**src/rtl/cmp_pkg.sv**
```systemverilog
// Constants shared by the triple comparator control logic.
// Assumes a 16-bit register port with word addresses on a 4-bit address.
package cmp_pkg;

  // ********************************************************************
  // Geometry
  // ********************************************************************
  localparam int NUM_CH = 3;
  localparam int ADDR_W = 4;
  localparam int DATA_W = 16;

  // ********************************************************************
  // Register offsets (word addresses)
  // ********************************************************************
  localparam logic [ADDR_W-1:0] CTRL_BASE_OFF = 4'h0;
  localparam logic [ADDR_W-1:0] STATUS_OFF    = 4'h3;
  localparam logic [ADDR_W-1:0] IRQ_STAT_OFF  = 4'h4;
  localparam logic [ADDR_W-1:0] IRQ_MASK_OFF  = 4'h5;

  // ********************************************************************
  // Channel control register fields
  // ********************************************************************
  localparam int CTRL_ON_BIT     = 15;
  localparam int CTRL_DRIVE_BIT  = 14;
  localparam int CTRL_INVERT_BIT = 13;
  localparam int CTRL_EVENT_BIT  = 9;
  localparam int CTRL_RESULT_BIT = 8;
  localparam int CTRL_EDGE_LO    = 6;
  localparam int CTRL_NONINV_BIT = 4;
  localparam int CTRL_INVSEL_LO  = 0;

  // ********************************************************************
  // Module status register fields
  // ********************************************************************
  localparam int STAT_IDLE_BIT  = 15;
  localparam int STAT_EVENT_LO  = 8;
  localparam int STAT_RESULT_LO = 0;

  // ********************************************************************
  // Reset values
  // ********************************************************************
  localparam logic [1:0] EDGE_RESET   = 2'h0;
  localparam logic [1:0] INVSEL_RESET = 2'h0;
  localparam logic       BIT_RESET    = 1'b0;
  localparam logic [DATA_W-1:0] WORD_RESET = 16'h0000;

  // ********************************************************************
  // Encodings
  // ********************************************************************
  typedef enum logic [1:0] {
    EDGE_NONE = 2'b00,
    EDGE_RISE = 2'b01,
    EDGE_FALL = 2'b10,
    EDGE_ANY  = 2'b11
  } edge_sel_e;

  typedef enum logic [1:0] {
    INV_PIN_B     = 2'b00,
    INV_PIN_C     = 2'b01,
    INV_PIN_D     = 2'b10,
    INV_HALF_BGAP = 2'b11
  } inv_sel_e;

endpackage

```
**src/rtl/cmp_chan_if.sv**
```systemverilog
// Link between the register block and one comparator channel.
// Assumes both ends run on the same clock.
`timescale 1ns/10ps
interface cmp_chan_if;
  logic       on;
  logic       drive;
  logic       invert;
  logic [1:0] edge_sel;
  logic       clear_event;
  logic       raw;
  logic       result;
  logic       event_flag;
  logic       trigger;
  logic       pin;

  modport regs (output on, output drive, output invert, output edge_sel,
                output clear_event, output raw,
                input result, input event_flag, input trigger, input pin);
  modport chan (input on, input drive, input invert, input edge_sel,
                input clear_event, input raw,
                output result, output event_flag, output trigger, output pin);
endinterface

```
**src/rtl/cmp_channel.sv**
```systemverilog
// One comparator channel: output polarity, edge detect, event latch.
// Assumes the raw comparison is already synchronous to clk.
`timescale 1ns/10ps
module cmp_channel (
  input wire logic clk,
  input wire logic rst_b,
  cmp_chan_if.chan ch
);

  // ********************************************************************
  // State
  // ********************************************************************
  typedef struct packed {
    logic prev_result;
    logic event_latched;
  } chan_state_s;

  chan_state_s st_reg;
  chan_state_s st_next;
  logic        result;
  logic        edge_hit;
  logic        trig;

  // ********************************************************************
  // Next state
  // ********************************************************************
  always_comb begin
    result = ch.on & (ch.raw ^ ch.invert);
    case (cmp_pkg::edge_sel_e'(ch.edge_sel))
      cmp_pkg::EDGE_RISE: edge_hit = result & ~st_reg.prev_result;
      cmp_pkg::EDGE_FALL: edge_hit = ~result & st_reg.prev_result;
      cmp_pkg::EDGE_ANY:  edge_hit = result ^ st_reg.prev_result;
      cmp_pkg::EDGE_NONE: edge_hit = 1'b0;
      default:            edge_hit = 1'b0;
    endcase
    // Blocked while latched; a clear in the same cycle reopens it
    trig = edge_hit & (~st_reg.event_latched | ch.clear_event);
    st_next = st_reg;
    st_next.prev_result = result;
    st_next.event_latched = trig | (st_reg.event_latched & ~ch.clear_event);
  end

  always_ff @(posedge clk or negedge rst_b) begin
    if (!rst_b) begin
      st_reg <= '0;
    end else begin
      st_next_reg_update: st_reg <= st_next;
    end
  end

  assign ch.result     = result;
  assign ch.event_flag = st_reg.event_latched;
  assign ch.trigger    = trig;
  // Unsynchronised path to the pad, not delayed by a flip-flop
  assign ch.pin        = ch.drive & result;

endmodule

```
**src/rtl/triple_comparator_control.sv**
```systemverilog
// Register block and channel array of the triple comparator control.
// Assumes analog cores return a compare bit and follow the source selects.
//
// Functional notes
// - Three channels, own control, shared status
// - Channel off forces output to zero
// - Pin carries result only when drive enabled
// - Non-inverting source bit picks reference or A
// - Inverting select picks B, C, D, half-bandgap
// - Idle suppress bit blocks interrupts in idle
// - Status bits 8-10 mirror channel events
// - Status bits 0-2 mirror channel results
// - Unimplemented bits ignore writes, read zero
//
// Chosen here: the register addresses and the address-and-strobe port.
`timescale 1ns/10ps
module triple_comparator_control #(
  parameter int CHANNELS = cmp_pkg::NUM_CH
) (
  input  wire  logic                       clk,
  input  wire  logic                       rst_b,
  input  wire  logic [cmp_pkg::ADDR_W-1:0] addr,
  input  wire  logic [cmp_pkg::DATA_W-1:0] wdata,
  input  wire  logic                       wr_en,
  input  wire  logic                       rd_en,
  output logic       [cmp_pkg::DATA_W-1:0] rdata,
  input  wire  logic                       idle_mode,
  input  wire  logic [CHANNELS-1:0]        cmp_raw,
  output logic       [CHANNELS-1:0]        channel_on,
  output logic       [CHANNELS-1:0]        noninv_source_select,
  output logic       [2*CHANNELS-1:0]      inv_source_select,
  output logic       [CHANNELS-1:0]        result_pin,
  output logic       [CHANNELS-1:0]        result_pin_oe_b,
  output logic                             irq
);

  // ********************************************************************
  // Elaboration check
  // ********************************************************************
  // Status layout holds exactly three channels
  if (CHANNELS != cmp_pkg::NUM_CH) begin : g_bad_channels
    $error("CHANNELS must equal the status register layout width");
  end

  // ********************************************************************
  // State
  // ********************************************************************
  typedef struct packed {
    logic [CHANNELS-1:0]      on;
    logic [CHANNELS-1:0]      drive;
    logic [CHANNELS-1:0]      invert;
    logic [CHANNELS-1:0]      noninv;
    logic [CHANNELS-1:0][1:0] edge_sel;
    logic [CHANNELS-1:0][1:0] inv_sel;
    logic                     idle_suppress;
    logic [CHANNELS-1:0]      irq_stat;
    logic [CHANNELS-1:0]      irq_mask;
    logic [cmp_pkg::DATA_W-1:0] rdata;
  } top_state_s;

  top_state_s          st_reg;
  top_state_s          st_next;
  logic [CHANNELS-1:0] ch_result;
  logic [CHANNELS-1:0] ch_event;
  logic [CHANNELS-1:0] ch_trigger;
  logic [CHANNELS-1:0] ch_pin;
  logic [CHANNELS-1:0] ctrl_hit;
  logic [CHANNELS-1:0] clear_event;
  logic                irq_block;

  // ********************************************************************
  // Channels
  // ********************************************************************
  cmp_chan_if ch_if[CHANNELS] ();

  for (genvar g = 0; g < CHANNELS; g++) begin : g_ch
    assign ch_if[g].on          = st_reg.on[g];
    assign ch_if[g].drive       = st_reg.drive[g];
    assign ch_if[g].invert      = st_reg.invert[g];
    assign ch_if[g].edge_sel    = st_reg.edge_sel[g];
    assign ch_if[g].clear_event = clear_event[g];
    assign ch_if[g].raw         = cmp_raw[g];
    assign ch_result[g]         = ch_if[g].result;
    assign ch_event[g]          = ch_if[g].event_flag;
    assign ch_trigger[g]        = ch_if[g].trigger;
    assign ch_pin[g]            = ch_if[g].pin;

    cmp_channel u_channel (
      .clk   (clk),
      .rst_b (rst_b),
      .ch    (ch_if[g].chan)
    );
  end

  // ********************************************************************
  // Write decode
  // ********************************************************************
  always_comb begin
    for (int i = 0; i < CHANNELS; i++) begin
      ctrl_hit[i] = wr_en &&
                    (addr == cmp_pkg::CTRL_BASE_OFF + cmp_pkg::ADDR_W'(i));
      // Event bit is cleared by writing zero; a one leaves it alone
      clear_event[i] = ctrl_hit[i] && !wdata[cmp_pkg::CTRL_EVENT_BIT];
    end
  end

  assign irq_block = st_reg.idle_suppress & idle_mode;

  // ********************************************************************
  // Next state
  // ********************************************************************
  always_comb begin
    st_next = st_reg;
    // Only named fields are stored; other bits are dropped
    for (int i = 0; i < CHANNELS; i++) begin
      if (ctrl_hit[i]) begin
        st_next.on[i]       = wdata[cmp_pkg::CTRL_ON_BIT];
        st_next.drive[i]    = wdata[cmp_pkg::CTRL_DRIVE_BIT];
        st_next.invert[i]   = wdata[cmp_pkg::CTRL_INVERT_BIT];
        st_next.noninv[i]   = wdata[cmp_pkg::CTRL_NONINV_BIT];
        st_next.edge_sel[i] = wdata[cmp_pkg::CTRL_EDGE_LO +: 2];
        st_next.inv_sel[i]  = wdata[cmp_pkg::CTRL_INVSEL_LO +: 2];
      end
    end
    if (wr_en && addr == cmp_pkg::STATUS_OFF) begin
      st_next.idle_suppress = wdata[cmp_pkg::STAT_IDLE_BIT];
    end
    if (wr_en && addr == cmp_pkg::IRQ_MASK_OFF) begin
      st_next.irq_mask = wdata[CHANNELS-1:0];
    end
    // Write-one-to-clear; a new trigger in the same cycle wins
    if (wr_en && addr == cmp_pkg::IRQ_STAT_OFF) begin
      st_next.irq_stat = st_reg.irq_stat & ~wdata[CHANNELS-1:0];
    end
    st_next.irq_stat = st_next.irq_stat | (ch_trigger & {CHANNELS{~irq_block}});

    // Read data stands only in the cycle after the read strobe
    st_next.rdata = cmp_pkg::WORD_RESET;
    if (rd_en) begin
      if (addr == cmp_pkg::STATUS_OFF) begin
        st_next.rdata[cmp_pkg::STAT_IDLE_BIT] = st_reg.idle_suppress;
        st_next.rdata[cmp_pkg::STAT_EVENT_LO +: CHANNELS] = ch_event;
        st_next.rdata[cmp_pkg::STAT_RESULT_LO +: CHANNELS] = ch_result;
      end else if (addr == cmp_pkg::IRQ_STAT_OFF) begin
        st_next.rdata[CHANNELS-1:0] = st_reg.irq_stat;
      end else if (addr == cmp_pkg::IRQ_MASK_OFF) begin
        st_next.rdata[CHANNELS-1:0] = st_reg.irq_mask;
      end else begin
        for (int i = 0; i < CHANNELS; i++) begin
          if (addr == cmp_pkg::CTRL_BASE_OFF + cmp_pkg::ADDR_W'(i)) begin
            st_next.rdata[cmp_pkg::CTRL_ON_BIT]     = st_reg.on[i];
            st_next.rdata[cmp_pkg::CTRL_DRIVE_BIT]  = st_reg.drive[i];
            st_next.rdata[cmp_pkg::CTRL_INVERT_BIT] = st_reg.invert[i];
            st_next.rdata[cmp_pkg::CTRL_EVENT_BIT]  = ch_event[i];
            st_next.rdata[cmp_pkg::CTRL_RESULT_BIT] = ch_result[i];
            st_next.rdata[cmp_pkg::CTRL_EDGE_LO +: 2] = st_reg.edge_sel[i];
            st_next.rdata[cmp_pkg::CTRL_NONINV_BIT] = st_reg.noninv[i];
            st_next.rdata[cmp_pkg::CTRL_INVSEL_LO +: 2] = st_reg.inv_sel[i];
          end
        end
      end
    end
  end

  always_ff @(posedge clk or negedge rst_b) begin
    if (!rst_b) begin
      st_reg <= '0;
    end else begin
      st_reg <= st_next;
    end
  end

  // ********************************************************************
  // Outputs
  // ********************************************************************
  assign rdata                = st_reg.rdata;
  assign channel_on           = st_reg.on;
  assign noninv_source_select = st_reg.noninv;
  assign inv_source_select    = st_reg.inv_sel;
  assign result_pin           = ch_pin;
  assign result_pin_oe_b      = ~st_reg.drive;
  assign irq                  = |(st_reg.irq_stat & st_reg.irq_mask);

endmodule

```
**config.mk**
```make
export PLATFORM = sky130hd
export DESIGN_NAME = triple_comparator_control
export DESIGN_NICKNAME = d
export VERILOG_FILES = /design/src/rtl/cmp_pkg.sv /design/src/rtl/cmp_chan_if.sv /design/src/rtl/cmp_channel.sv /design/src/rtl/triple_comparator_control.sv
export SDC_FILE = /design/constraint.sdc
export NUM_CORES = 1
export LEC_CHECK = 0
export BUFFER_PORTS_ARGS = -buffer_cell sky130_fd_sc_hd__buf_2
export CAP_MARGIN = 20
export CORE_ASPECT_RATIO = 0.75
export CORE_MARGIN = 4
export CORE_UTILIZATION = 48
export DETAILED_ROUTE_END_ITERATION = 10
export PLACE_DENSITY = 0.76
export SKIP_LAST_GASP = 1
export SYNTH_ARGS = -nofsm -noshare
export SYNTH_HDL_FRONTEND = slang
export SYNTH_SLANG_ARGS = --single-unit
```
**constraint.sdc**
```tcl
create_clock -name clk -period 1.6 [get_ports clk]
set_clock_uncertainty 0.1 [all_clocks]
set_input_delay 0 -clock clk [delete_from_list [all_inputs] [get_ports clk]]
set_output_delay 0 -clock clk [all_outputs]
set_load 0.03 [all_outputs]
```
; ---- After elaboration in Yosys (flattened, before gate mapping)
; Index checks and enable logic that the tools add are counted.
[classes]
n_eq_ne = 14
n_reduce_logical = 15
bitwise = 50
n_mux = 36
[op_table]
columns = operator, n
row1 = 3-bit two-way mux, 10
row2 = 4-bit two-way mux, 5
row3 = 1-bit AND, 19
row4 = 2-bit two-way mux, 7
row5 = 1-bit NOT, 13
row6 = "2-bit == test, second input constant", 6
row7 = 1-bit case mux with 4 select lines, 3
row8 = 1-bit two-way mux, 10
row9 = 3-bit AND, 3
row10 = 1-bit logical AND, 9
row11 = "4-bit by 2-bit == test with 1-bit output, second input constant", 2
row12 = "4-bit by 3-bit == test with 1-bit output, second input constant", 2
row13 = "2-bit by 1-bit == test with 1-bit output, second input constant", 3
row14 = 2-bit logical NOT, 3
row15 = 3-bit NOT, 2
row16 = 1-bit bitwise OR, 6
row17 = 1-bit bitwise XOR, 6
row18 = 5-bit two-way mux, 1
row19 = "4-bit by 1-bit == test with 1-bit output, second input constant", 1
row20 = 4-bit logical NOT, 1
row21 = 3-bit bitwise OR, 1
row22 = 3-bit OR reduction, 1
row23 = 1-bit logical NOT, 1
[word_totals]
word_cells = 143
register_bits = 49

; ---- Longest topological paths before layout
; Gate-level depths: netlist of run 1.
[depth]
depth_word = 9
ltp_mapped = 8
depth_no_buf = 8

; ---- Hierarchy
; Synthesis of run 1 repeated with hierarchy kept, for this count alone.
[hier_totals]
hier_cells = 244
area_unflattened_um2 = 2713.9
[modules_own_cells]
columns = module, seq_area_each_um2, instances, area_each_um2, cells_each
row1 = triple_comparator_control, 1076.0, 1, 2255.9, 196
row2 = cmp_channel, 50.0, 3, 152.6, 16

; ---- Worst setup path before layout of run 1
; No wires, ideal clock.
[synth_timing]
path_type = register to register
from = reg st_reg, in the netlist ch_if[0].invert
to = reg st_reg[19] (netlist name)
stages_incl_launch_ff = 9
setup_time_ns = 0.122
t_arrival_ns = 1.480
synth_period_minus_slack_ns = 1.702
setup_slack_ns = -0.102
path_buffers = 0
cell_sequence = dfrtp_1 -> xor2_1 -> nand2_1 -> inv_1 -> ha_1 -> nor2b_1 -> o21ai_0 -> o21ai_0 -> a32o_1
[synth_lines]
columns = item, line_no
row1 = "start, declared", triple_comparator_control.sv:61  ; top_state_s st_reg;
row2 = "start signal, assigned", triple_comparator_control.sv:169  ; st_reg <= st_next;

==> results of run 1 <==
[kinds of logic (layout without fill, tap and decap cells)]
family	Yosys count	in the layout	share of synthesized area (%)
AOI/OAI and AO/OA	37	37	9.83
xor gates and xnor gates	3	3	0.997
adders and majority gates	6	6	2.85
buffers and inverters	49	123	12.3
DFF	49	49	46.5
muxes	31	31	13.2
other	1	4	0.142
and+or+nand+nor	70	70	14.2
[area by class of cell]
type / instances / area, um^2 / area share, %
Sequential cell: 49 / 1230 / 35.9
Multi-Input combinational cell: 151 / 1210 / 35.4
Timing Repair Buffer: 104 / 731 / 21.4
Tap cell: 75 / 93.8 / 2.75
Clock buffer: 6 / 72.6 / 2.13
Inverter: 11 / 41.3 / 1.21
Clock inverter: 2 / 38.8 / 1.14
[timing repair]
action | in CTS | in global routing
endpoints found under the hold margin | 87 | 0
gates resized for setup | 4 | 35
endpoints found under the setup margin | 7 | 12
pin swaps | 6 | 11
buffers inserted | 22 | 6
hold buffers | 12 | 0
[through the flow]
step	std cells	utilization, %	setup WS, ns
after CTS	396	61.3	-0.104
after floorplan	249	-	-0.00609
after detailed placement	354	53.6	-0.0958
final	398	64.1	-0.165
after global routing	398	64.1	-0.194
after global placement	354	53.6	-0.0368
[routing by layer]
| layer | part of all wire [%] | up-vias |
|---|---|---|
| met2 | 46 | 78 |
| met5 | 0 | - |
| met4 | 2.3 | 0 |
| li1 | - | 961 |
| met1 | 45 | 984 |
| met3 | 6.8 | 16 |
[placed cells by master, fill, tap and decap left out, types with 4 or more instances in the layout]
cell type | netlist | final
buf_4 | 32 | 34
a21oi_1 | 7 | 7
nand3_1 | 5 | 5
clkbuf_8 | 0 | 5
dfrtp_1 | 49 | 49
o21ai_0 | 12 | 7
inv_1 | 11 | 8
nand2_1 | 15 | 11
nand2b_1 | 5 | 5
mux2_2 | 30 | 30
nor2_1 | 24 | 21
conb_1 | 1 | 4
nand2_2 | 0 | 4
nor2b_1 | 8 | 6
buf_2 | 3 | 49
buf_6 | 2 | 8
dlygate4sd3_1 | 0 | 12
[final timing paths]
path                       cells past startpoint  slack, ns                   end
max                                            8      -0.16            st_reg[20]
max in group asynchronous                      3       0.81       ch_if[1].invert
min                                            3       0.01              rdata[0]
min in group asynchronous                      2       0.07  inv_source_select[5]
max reg2reg                                    8      -0.16            st_reg[20]
min reg2reg                                    1       0.43  inv_source_select[0]
[worst max-delay path, delay by kind of cell (launching register included)]
family / cells / cell delay, ns
fa+ha+maj: 1 / 0.27
simple gates: 2 / 0.15
xor+xnor: 1 / 0.17
compound gates: 3 / 0.50
buf+inv: 1 / 0.07
flops: 1 / 0.41
[where the power goes]
part	internal (mW)	switching, mW	leakage [nW]
Sequential	1.50	0.231	0.613
Clock	0.470	0.426	0.0554
Combinational	0.779	0.826	0.947
Total	2.75	1.48	1.62
==> results.sh, run 1 <==
export IMPL_ys_seq_area_share_pct=46.5
export IMPL_route_vias_total=2039
export IMPL_slowest_delay_ns=0.41
export IMPL_grt_pass1_wl_mm=10.2
export IMPL_hold_ws_ns=0.0138
export IMPL_finalCritPeriodShare_pct=110
export IMPL_drv_cap=0
export IMPL_layout_min_cycle_time_ns=1.76
export IMPL_gp_congestion=0.885
export IMPL_grt_pass1_vias=1985
export IMPL_cts_buffer_depth=2
export IMPL_cp_max_fo=4
export IMPL_antenna_found_initial=0
export IMPL_ys_ff_latch=49
export IMPL_portBuffers=52
export IMPL_clock_latency_ns=0.31
export IMPL_crit_arrival_ns=1.87
export IMPL_start_kind="flip-flop"
export IMPL_die_h_um=72.2
export IMPL_min_delay_start="addr[3]"
export IMPL_synth_top_cells_by_count="49 x dfrtp_1, 32 x buf_4, 30 x mux2_2"
export IMPL_cp_required_ns=1.71
export IMPL_grtUsageMet3_pct=4.25
export IMPL_synth_cell_types=37
export IMPL_yosysMostFrequentCell="dfrtp_1"
export IMPL_powerDensity_nw_per_um2=1240
export IMPL_drtPass1Iterations=4
export IMPL_p_leak_nw=1.62
export IMPL_cts_clk_slew_worst_paths_ns=0.09
export IMPL_cp_common_cell="o21ai_2"
export IMPL_power_mw=4.23
export IMPL_drive_above_1_share_pct=48.9
export IMPL_drc_errors=0
export IMPL_die_x_um=93.6
export IMPL_tns_ns=-0.500
export IMPL_slowest_stage="dfrtp_1"
export IMPL_place_hpwl_mm=4.29
export IMPL_largest_reg_flops=12
export IMPL_syn_avg_cell_area_um2=10.7
export IMPL_violations="negative setup slack"
export IMPL_synthArstFlopShare_pct=100
export IMPL_netlist_instances=246
export IMPL_grt_usage_pct=19.9
export IMPL_synthesis_area_um2=2640
export IMPL_totalWireLength_mm=6.45
export IMPL_startpoint="ch_if[1].invert"
export IMPL_outcome="finished, violations left"
export IMPL_fin_area_um2=3410
export IMPL_ios=63
export IMPL_cts_sinks=49
export IMPL_root_buffer="clkbuf_8"
export IMPL_fill_cells=397
export IMPL_r2r_start="ch_if[1].invert"
export IMPL_post_drt_wl_per_cell_um=16.2
export IMPL_cts_buffers=5
export IMPL_nets=356
export IMPL_crit_type="reg2reg"
export IMPL_synth_warnings=0
export IMPL_ys_flop_type="dfrtp_1"
export IMPL_synth_top_cell_by_area="dfrtp_1"
export IMPL_clock_fmax_ghz=0.567
export IMPL_top_usage_layer="met2"
export IMPL_globalRouteMet2Util_pct=30.5
export IMPL_area_growth_pct=29.5
export IMPL_overflow=0
export IMPL_place_area_um2=2850
export IMPL_met1_usage_pct=27.6
export IMPL_crit_chain="xor2_2 > nand2_2 > inv_2 > ha_4 > nor2b_4 > o21ai_2 > o21ai_2 > a32o_1"
export IMPL_htreeDepth=2
export IMPL_setup_viol=5
export IMPL_rows=23
export IMPL_die_area_um2=6750
export IMPL_synth_top_area_share_pct=46.5
export IMPL_holdCritPathClass="in2reg"
export IMPL_antenna_cells=0
export IMPL_synth_edf_count=0
export IMPL_core_area_um2=5320
export IMPL_cts_tree="built"
export IMPL_antenna_left=0
export IMPL_ir_drop_v=0.000520
export IMPL_viasPerCell=5.12
export IMPL_hold_viol_final=0
export IMPL_synth_area_leaders="dfrtp_1 47%, mux2_2 13%, buf_4 9.1%, nor2_1 3.4%, ha_1 2.8%"
export IMPL_slew_violations=0
export IMPL_initial_core_util_pct=49.5
export IMPL_fin_ws_ns=-0.165
export IMPL_worst_setup_path_end_kind="flip-flop"
export IMPL_drt_iter0_markers=183
export IMPL_rsz0062_at_grt="yes"
export IMPL_grt_max_degree=31
No activity file was read; power rests on OpenSTA's default activity.
==> inputs of run 2 (changes only) <==
Settings changed: ABC_AREA set to 1, PLACE_DENSITY 0.76 to 0.75.
==> run 2 against run 1 <==
Effect of this change:
- the run still ends with negative setup slack left
- non-clock buffer count shrank 23
- global-route usage shrank 0.83 points
- power shrank 17%
- core utilization shrank 3.5 points
- combinational power shrank 29%
- clock-buffer cell count shrank 1
- final area shrank 4.4%
- routed wire length shrank 4.9%
- largest power group unchanged
- highest routed layer unchanged
==> results.sh, run 2 <==
export IMPL_finalCritPeriodShare_pct=101
export IMPL_gp_congestion=0.926
export IMPL_synth_warnings=0
export IMPL_cp_required_ns=1.71
export IMPL_layout_min_cycle_time_ns=1.61
export IMPL_p_leak_nw=1.75
export IMPL_powerDensity_nw_per_um2=1070
export IMPL_synth_cell_types=24
export IMPL_synth_top_cells_by_count="91 x nand2_1, 49 x dfrtp_1, 39 x inv_1"
export IMPL_synth_xor_area_share_pct=0
export IMPL_rsz0062_at_grt="yes"
export IMPL_worst_setup_path_end_kind="flip-flop"
export IMPL_root_buffer="clkbuf_8"
export IMPL_syn_avg_cell_area_um2=8.17
export IMPL_globalRouteMet2Util_pct=28.1
export IMPL_overflow=0
export IMPL_cts_tree="built"
export IMPL_slowest_stage="dfrtp_1"
export IMPL_cts_buffer_depth=2
export IMPL_grtUsageMet3_pct=3.61
export IMPL_place_hpwl_mm=4.43
export IMPL_grt_max_degree=30
export IMPL_cts_buffers=5
export IMPL_antenna_left=0
export IMPL_nets=420
export IMPL_ys_seq_area_share_pct=45.6
export IMPL_totalWireLength_mm=6.13
export IMPL_cp_common_cell="nand2_1"
export IMPL_die_x_um=94.4
export IMPL_initial_core_util_pct=49.9
export IMPL_violations="negative setup slack"
export IMPL_post_drt_wl_per_cell_um=13.3
export IMPL_ios=63
export IMPL_synth_top_area_share_pct=45.6
export IMPL_synthesis_area_um2=2690
export IMPL_netSwitchingPower_mw=1.32
export IMPL_die_area_um2=6870
export IMPL_synth_area_leaders="dfrtp_1 46%, nand2_1 13%, buf_4 8.7%, o21ai_2 5.9%, inv_1 5.4%"
export IMPL_largest_reg_flops=12
export IMPL_cts_sinks=49
export IMPL_drive_above_1_share_pct=32.0
export IMPL_switching_share_pct=37.6
export IMPL_crit_chain="nand2_1 > nand2_2 > nor2_4 > inv_2 > ha_2 > o211ai_1 > nor2_1 > nand2_1 > nand2_1"
export IMPL_yosysMostFrequentCell="nand2_1"
export IMPL_synth_top_cell_by_area="dfrtp_1"
export IMPL_crit_arrival_ns=1.72
export IMPL_slowest_delay_ns=0.42
export IMPL_synth_top_family_by_area="simple AND/OR/NAND/NOR gates"
export IMPL_synth_mux_area_share_pct=0
export IMPL_synth_compound_area_share_pct=13.5
export IMPL_fill_cells=477
export IMPL_drc_errors=0
export IMPL_core_area_um2=5380
export IMPL_synthArstFlopShare_pct=100
export IMPL_synth_simple_area_share_pct=22.0
export IMPL_grt_pass1_wl_mm=9.92
export IMPL_slew_violations=0
export IMPL_clock_fmax_ghz=0.621
export IMPL_hold_viol_final=0
export IMPL_drv_cap=0
export IMPL_multi_input_comb_area_um2=1140
export IMPL_layout_commonest_cell="nand2_1"
export IMPL_antenna_cells=0
export IMPL_grt_usage_pct=19.0
export IMPL_fin_area_um2=3260
export IMPL_place_area_um2=2870
export IMPL_ff_latch_area_um2=1230
export IMPL_ir_drop_v=0.000650
export IMPL_drtPass1Iterations=5
export IMPL_die_h_um=72.8
export IMPL_fin_ws_ns=-0.0101
export IMPL_pwr_share_seq_pct=46.5
export IMPL_crit_type="reg2reg"
export IMPL_met1_usage_pct=28.6
export IMPL_rows=23
export IMPL_finish_utilization_pct=60.6
export IMPL_synth_fa_ha_area_share_pct=2.79
export IMPL_cts_clk_slew_worst_paths_ns=0.09
export IMPL_comb_power_share_pct=32.6
export IMPL_portBuffers=52
export IMPL_grt_pass1_vias=2014
export IMPL_outcome="finished, violations left"
export IMPL_place_inst=434
export IMPL_clkPwrFrac_pct=20.9
export IMPL_netlist_instances=329
export IMPL_dp_slack_ns=-0.112
export IMPL_area_growth_pct=21.4
export IMPL_start_kind="flip-flop"
export IMPL_viasPerCell=4.77
export IMPL_top_usage_layer="met1"
export IMPL_setup_viol=1
export IMPL_ys_ff_latch=49
export IMPL_cp_max_fo=4
export IMPL_clock_latency_ns=0.32
export IMPL_antenna_found_initial=0
export IMPL_synth_edf_count=0
export IMPL_ys_flop_type="dfrtp_1"
export IMPL_p_int_mw=2.19
export IMPL_htreeDepth=2
export IMPL_final_cell_mix="89 x nand2_1, 49 x dfrtp_1, 49 x buf_2, 36 x inv_1, 19 x o21ai_2"
export IMPL_drt_iter0_markers=203
export IMPL_route_vias_total=2206
export IMPL_holdCritPathClass="in2reg"
export IMPL_final_cells=462
-- run 2: cell count changes after synthesis, moves of 4 or more --
cell and change:
o21ai_0 +8, nor2b_1 -8, nand2_4 +4, o21ai_2 +18, nand2_1 +76, inv_1 +28, mux2_2 -30, o21ai_1 +9
nand3_1 +7, nand2b_1 -5
-- run 2: worst paths after layout --
kind | depth (start not counted) | to | from | slack (ns)
min | 6 | st_reg[21] | idle_mode | 0.002
max reg2reg | 9 | st_reg[20] | ch_if[1].invert | -0.01
min reg2reg | 2 | ch_if[0].drive | ch_if[0].drive | 0.39
max | 9 | st_reg[20] | ch_if[1].invert | -0.01
min in group asynchronous | 2 | rdata[13] | rst_b | 0.06
max in group asynchronous | 3 | inv_source_select[0] | rst_b | 0.82
-- run 2: power groups by stage --
stage | Sequential, mW | Clock (mW) | Combinational [mW]
finish | 1.63 | 0.731 | 1.14
global route | 1.66 | 0.790 | 1.26
CTS | 1.62 | 0.738 | 1.05
detailed placement | 1.65 | 0 | 0.989
global placement | 1.64 | 0 | 0.963
floorplan | 1.61 | 0 | 0.783
-- run 2: logic make-up after synthesis --
group,after synthesis
flops,49
other cells,1
buf+inv,76
compound gates,58
fa+ha+maj,6
simple gates,139
-- run 2: critical path: cells and delay by family (launching register included) --
kind	cells	cell delay [ns]
AND/OR/NAND/NOR	6	0.53
flip-flops	1	0.42
AO/OA/AOI/OAI	1	0.24
adder cells (fa/ha/maj)	1	0.16
buffers and inverters	1	0.06
-- run 2: layout make-up --
class	instances	share of cell area (%)
sequential	49	37.6
clock buffer	5	2.11
multi-input combinational	207	34.8
timing repair buffer	81	17.1
inverter	42	4.91
clock inverter	3	0.537
tap	75	2.88
-- run 2: per-layer routing --
layer / wire [um] / part of all wire (%) / vias up
li1: - / - / 1112
met1: 2930 / 48 / 1010
met2: 2610 / 43 / 78
met3: 543 / 8.9 / 6
met4: 51 / 0.83 / 0
met5: 0 / 0 / -
-- run 2: stage by stage --
step	power [mW]	TNS [ns]	hold WS (ns)
after floorplan	2.39	0	-0.396
after global placement	2.60	-0.0866	-0.122
after detailed placement	2.64	-0.264	-0.117
after CTS	3.41	0	0.00131
after global routing	3.70	-0.272	0.0463
final	3.50	-0.0101	0.00166
-- run 2: what timing repair did --
action / in CTS / in global routing
hold endpoints to repair: 95 / 0
hold buffers: 17 / 0
setup buffers: 1 / 2
pin swaps: 0 / 20
gates resized for setup: 5 / 34
setup endpoints to repair: 7 / 9
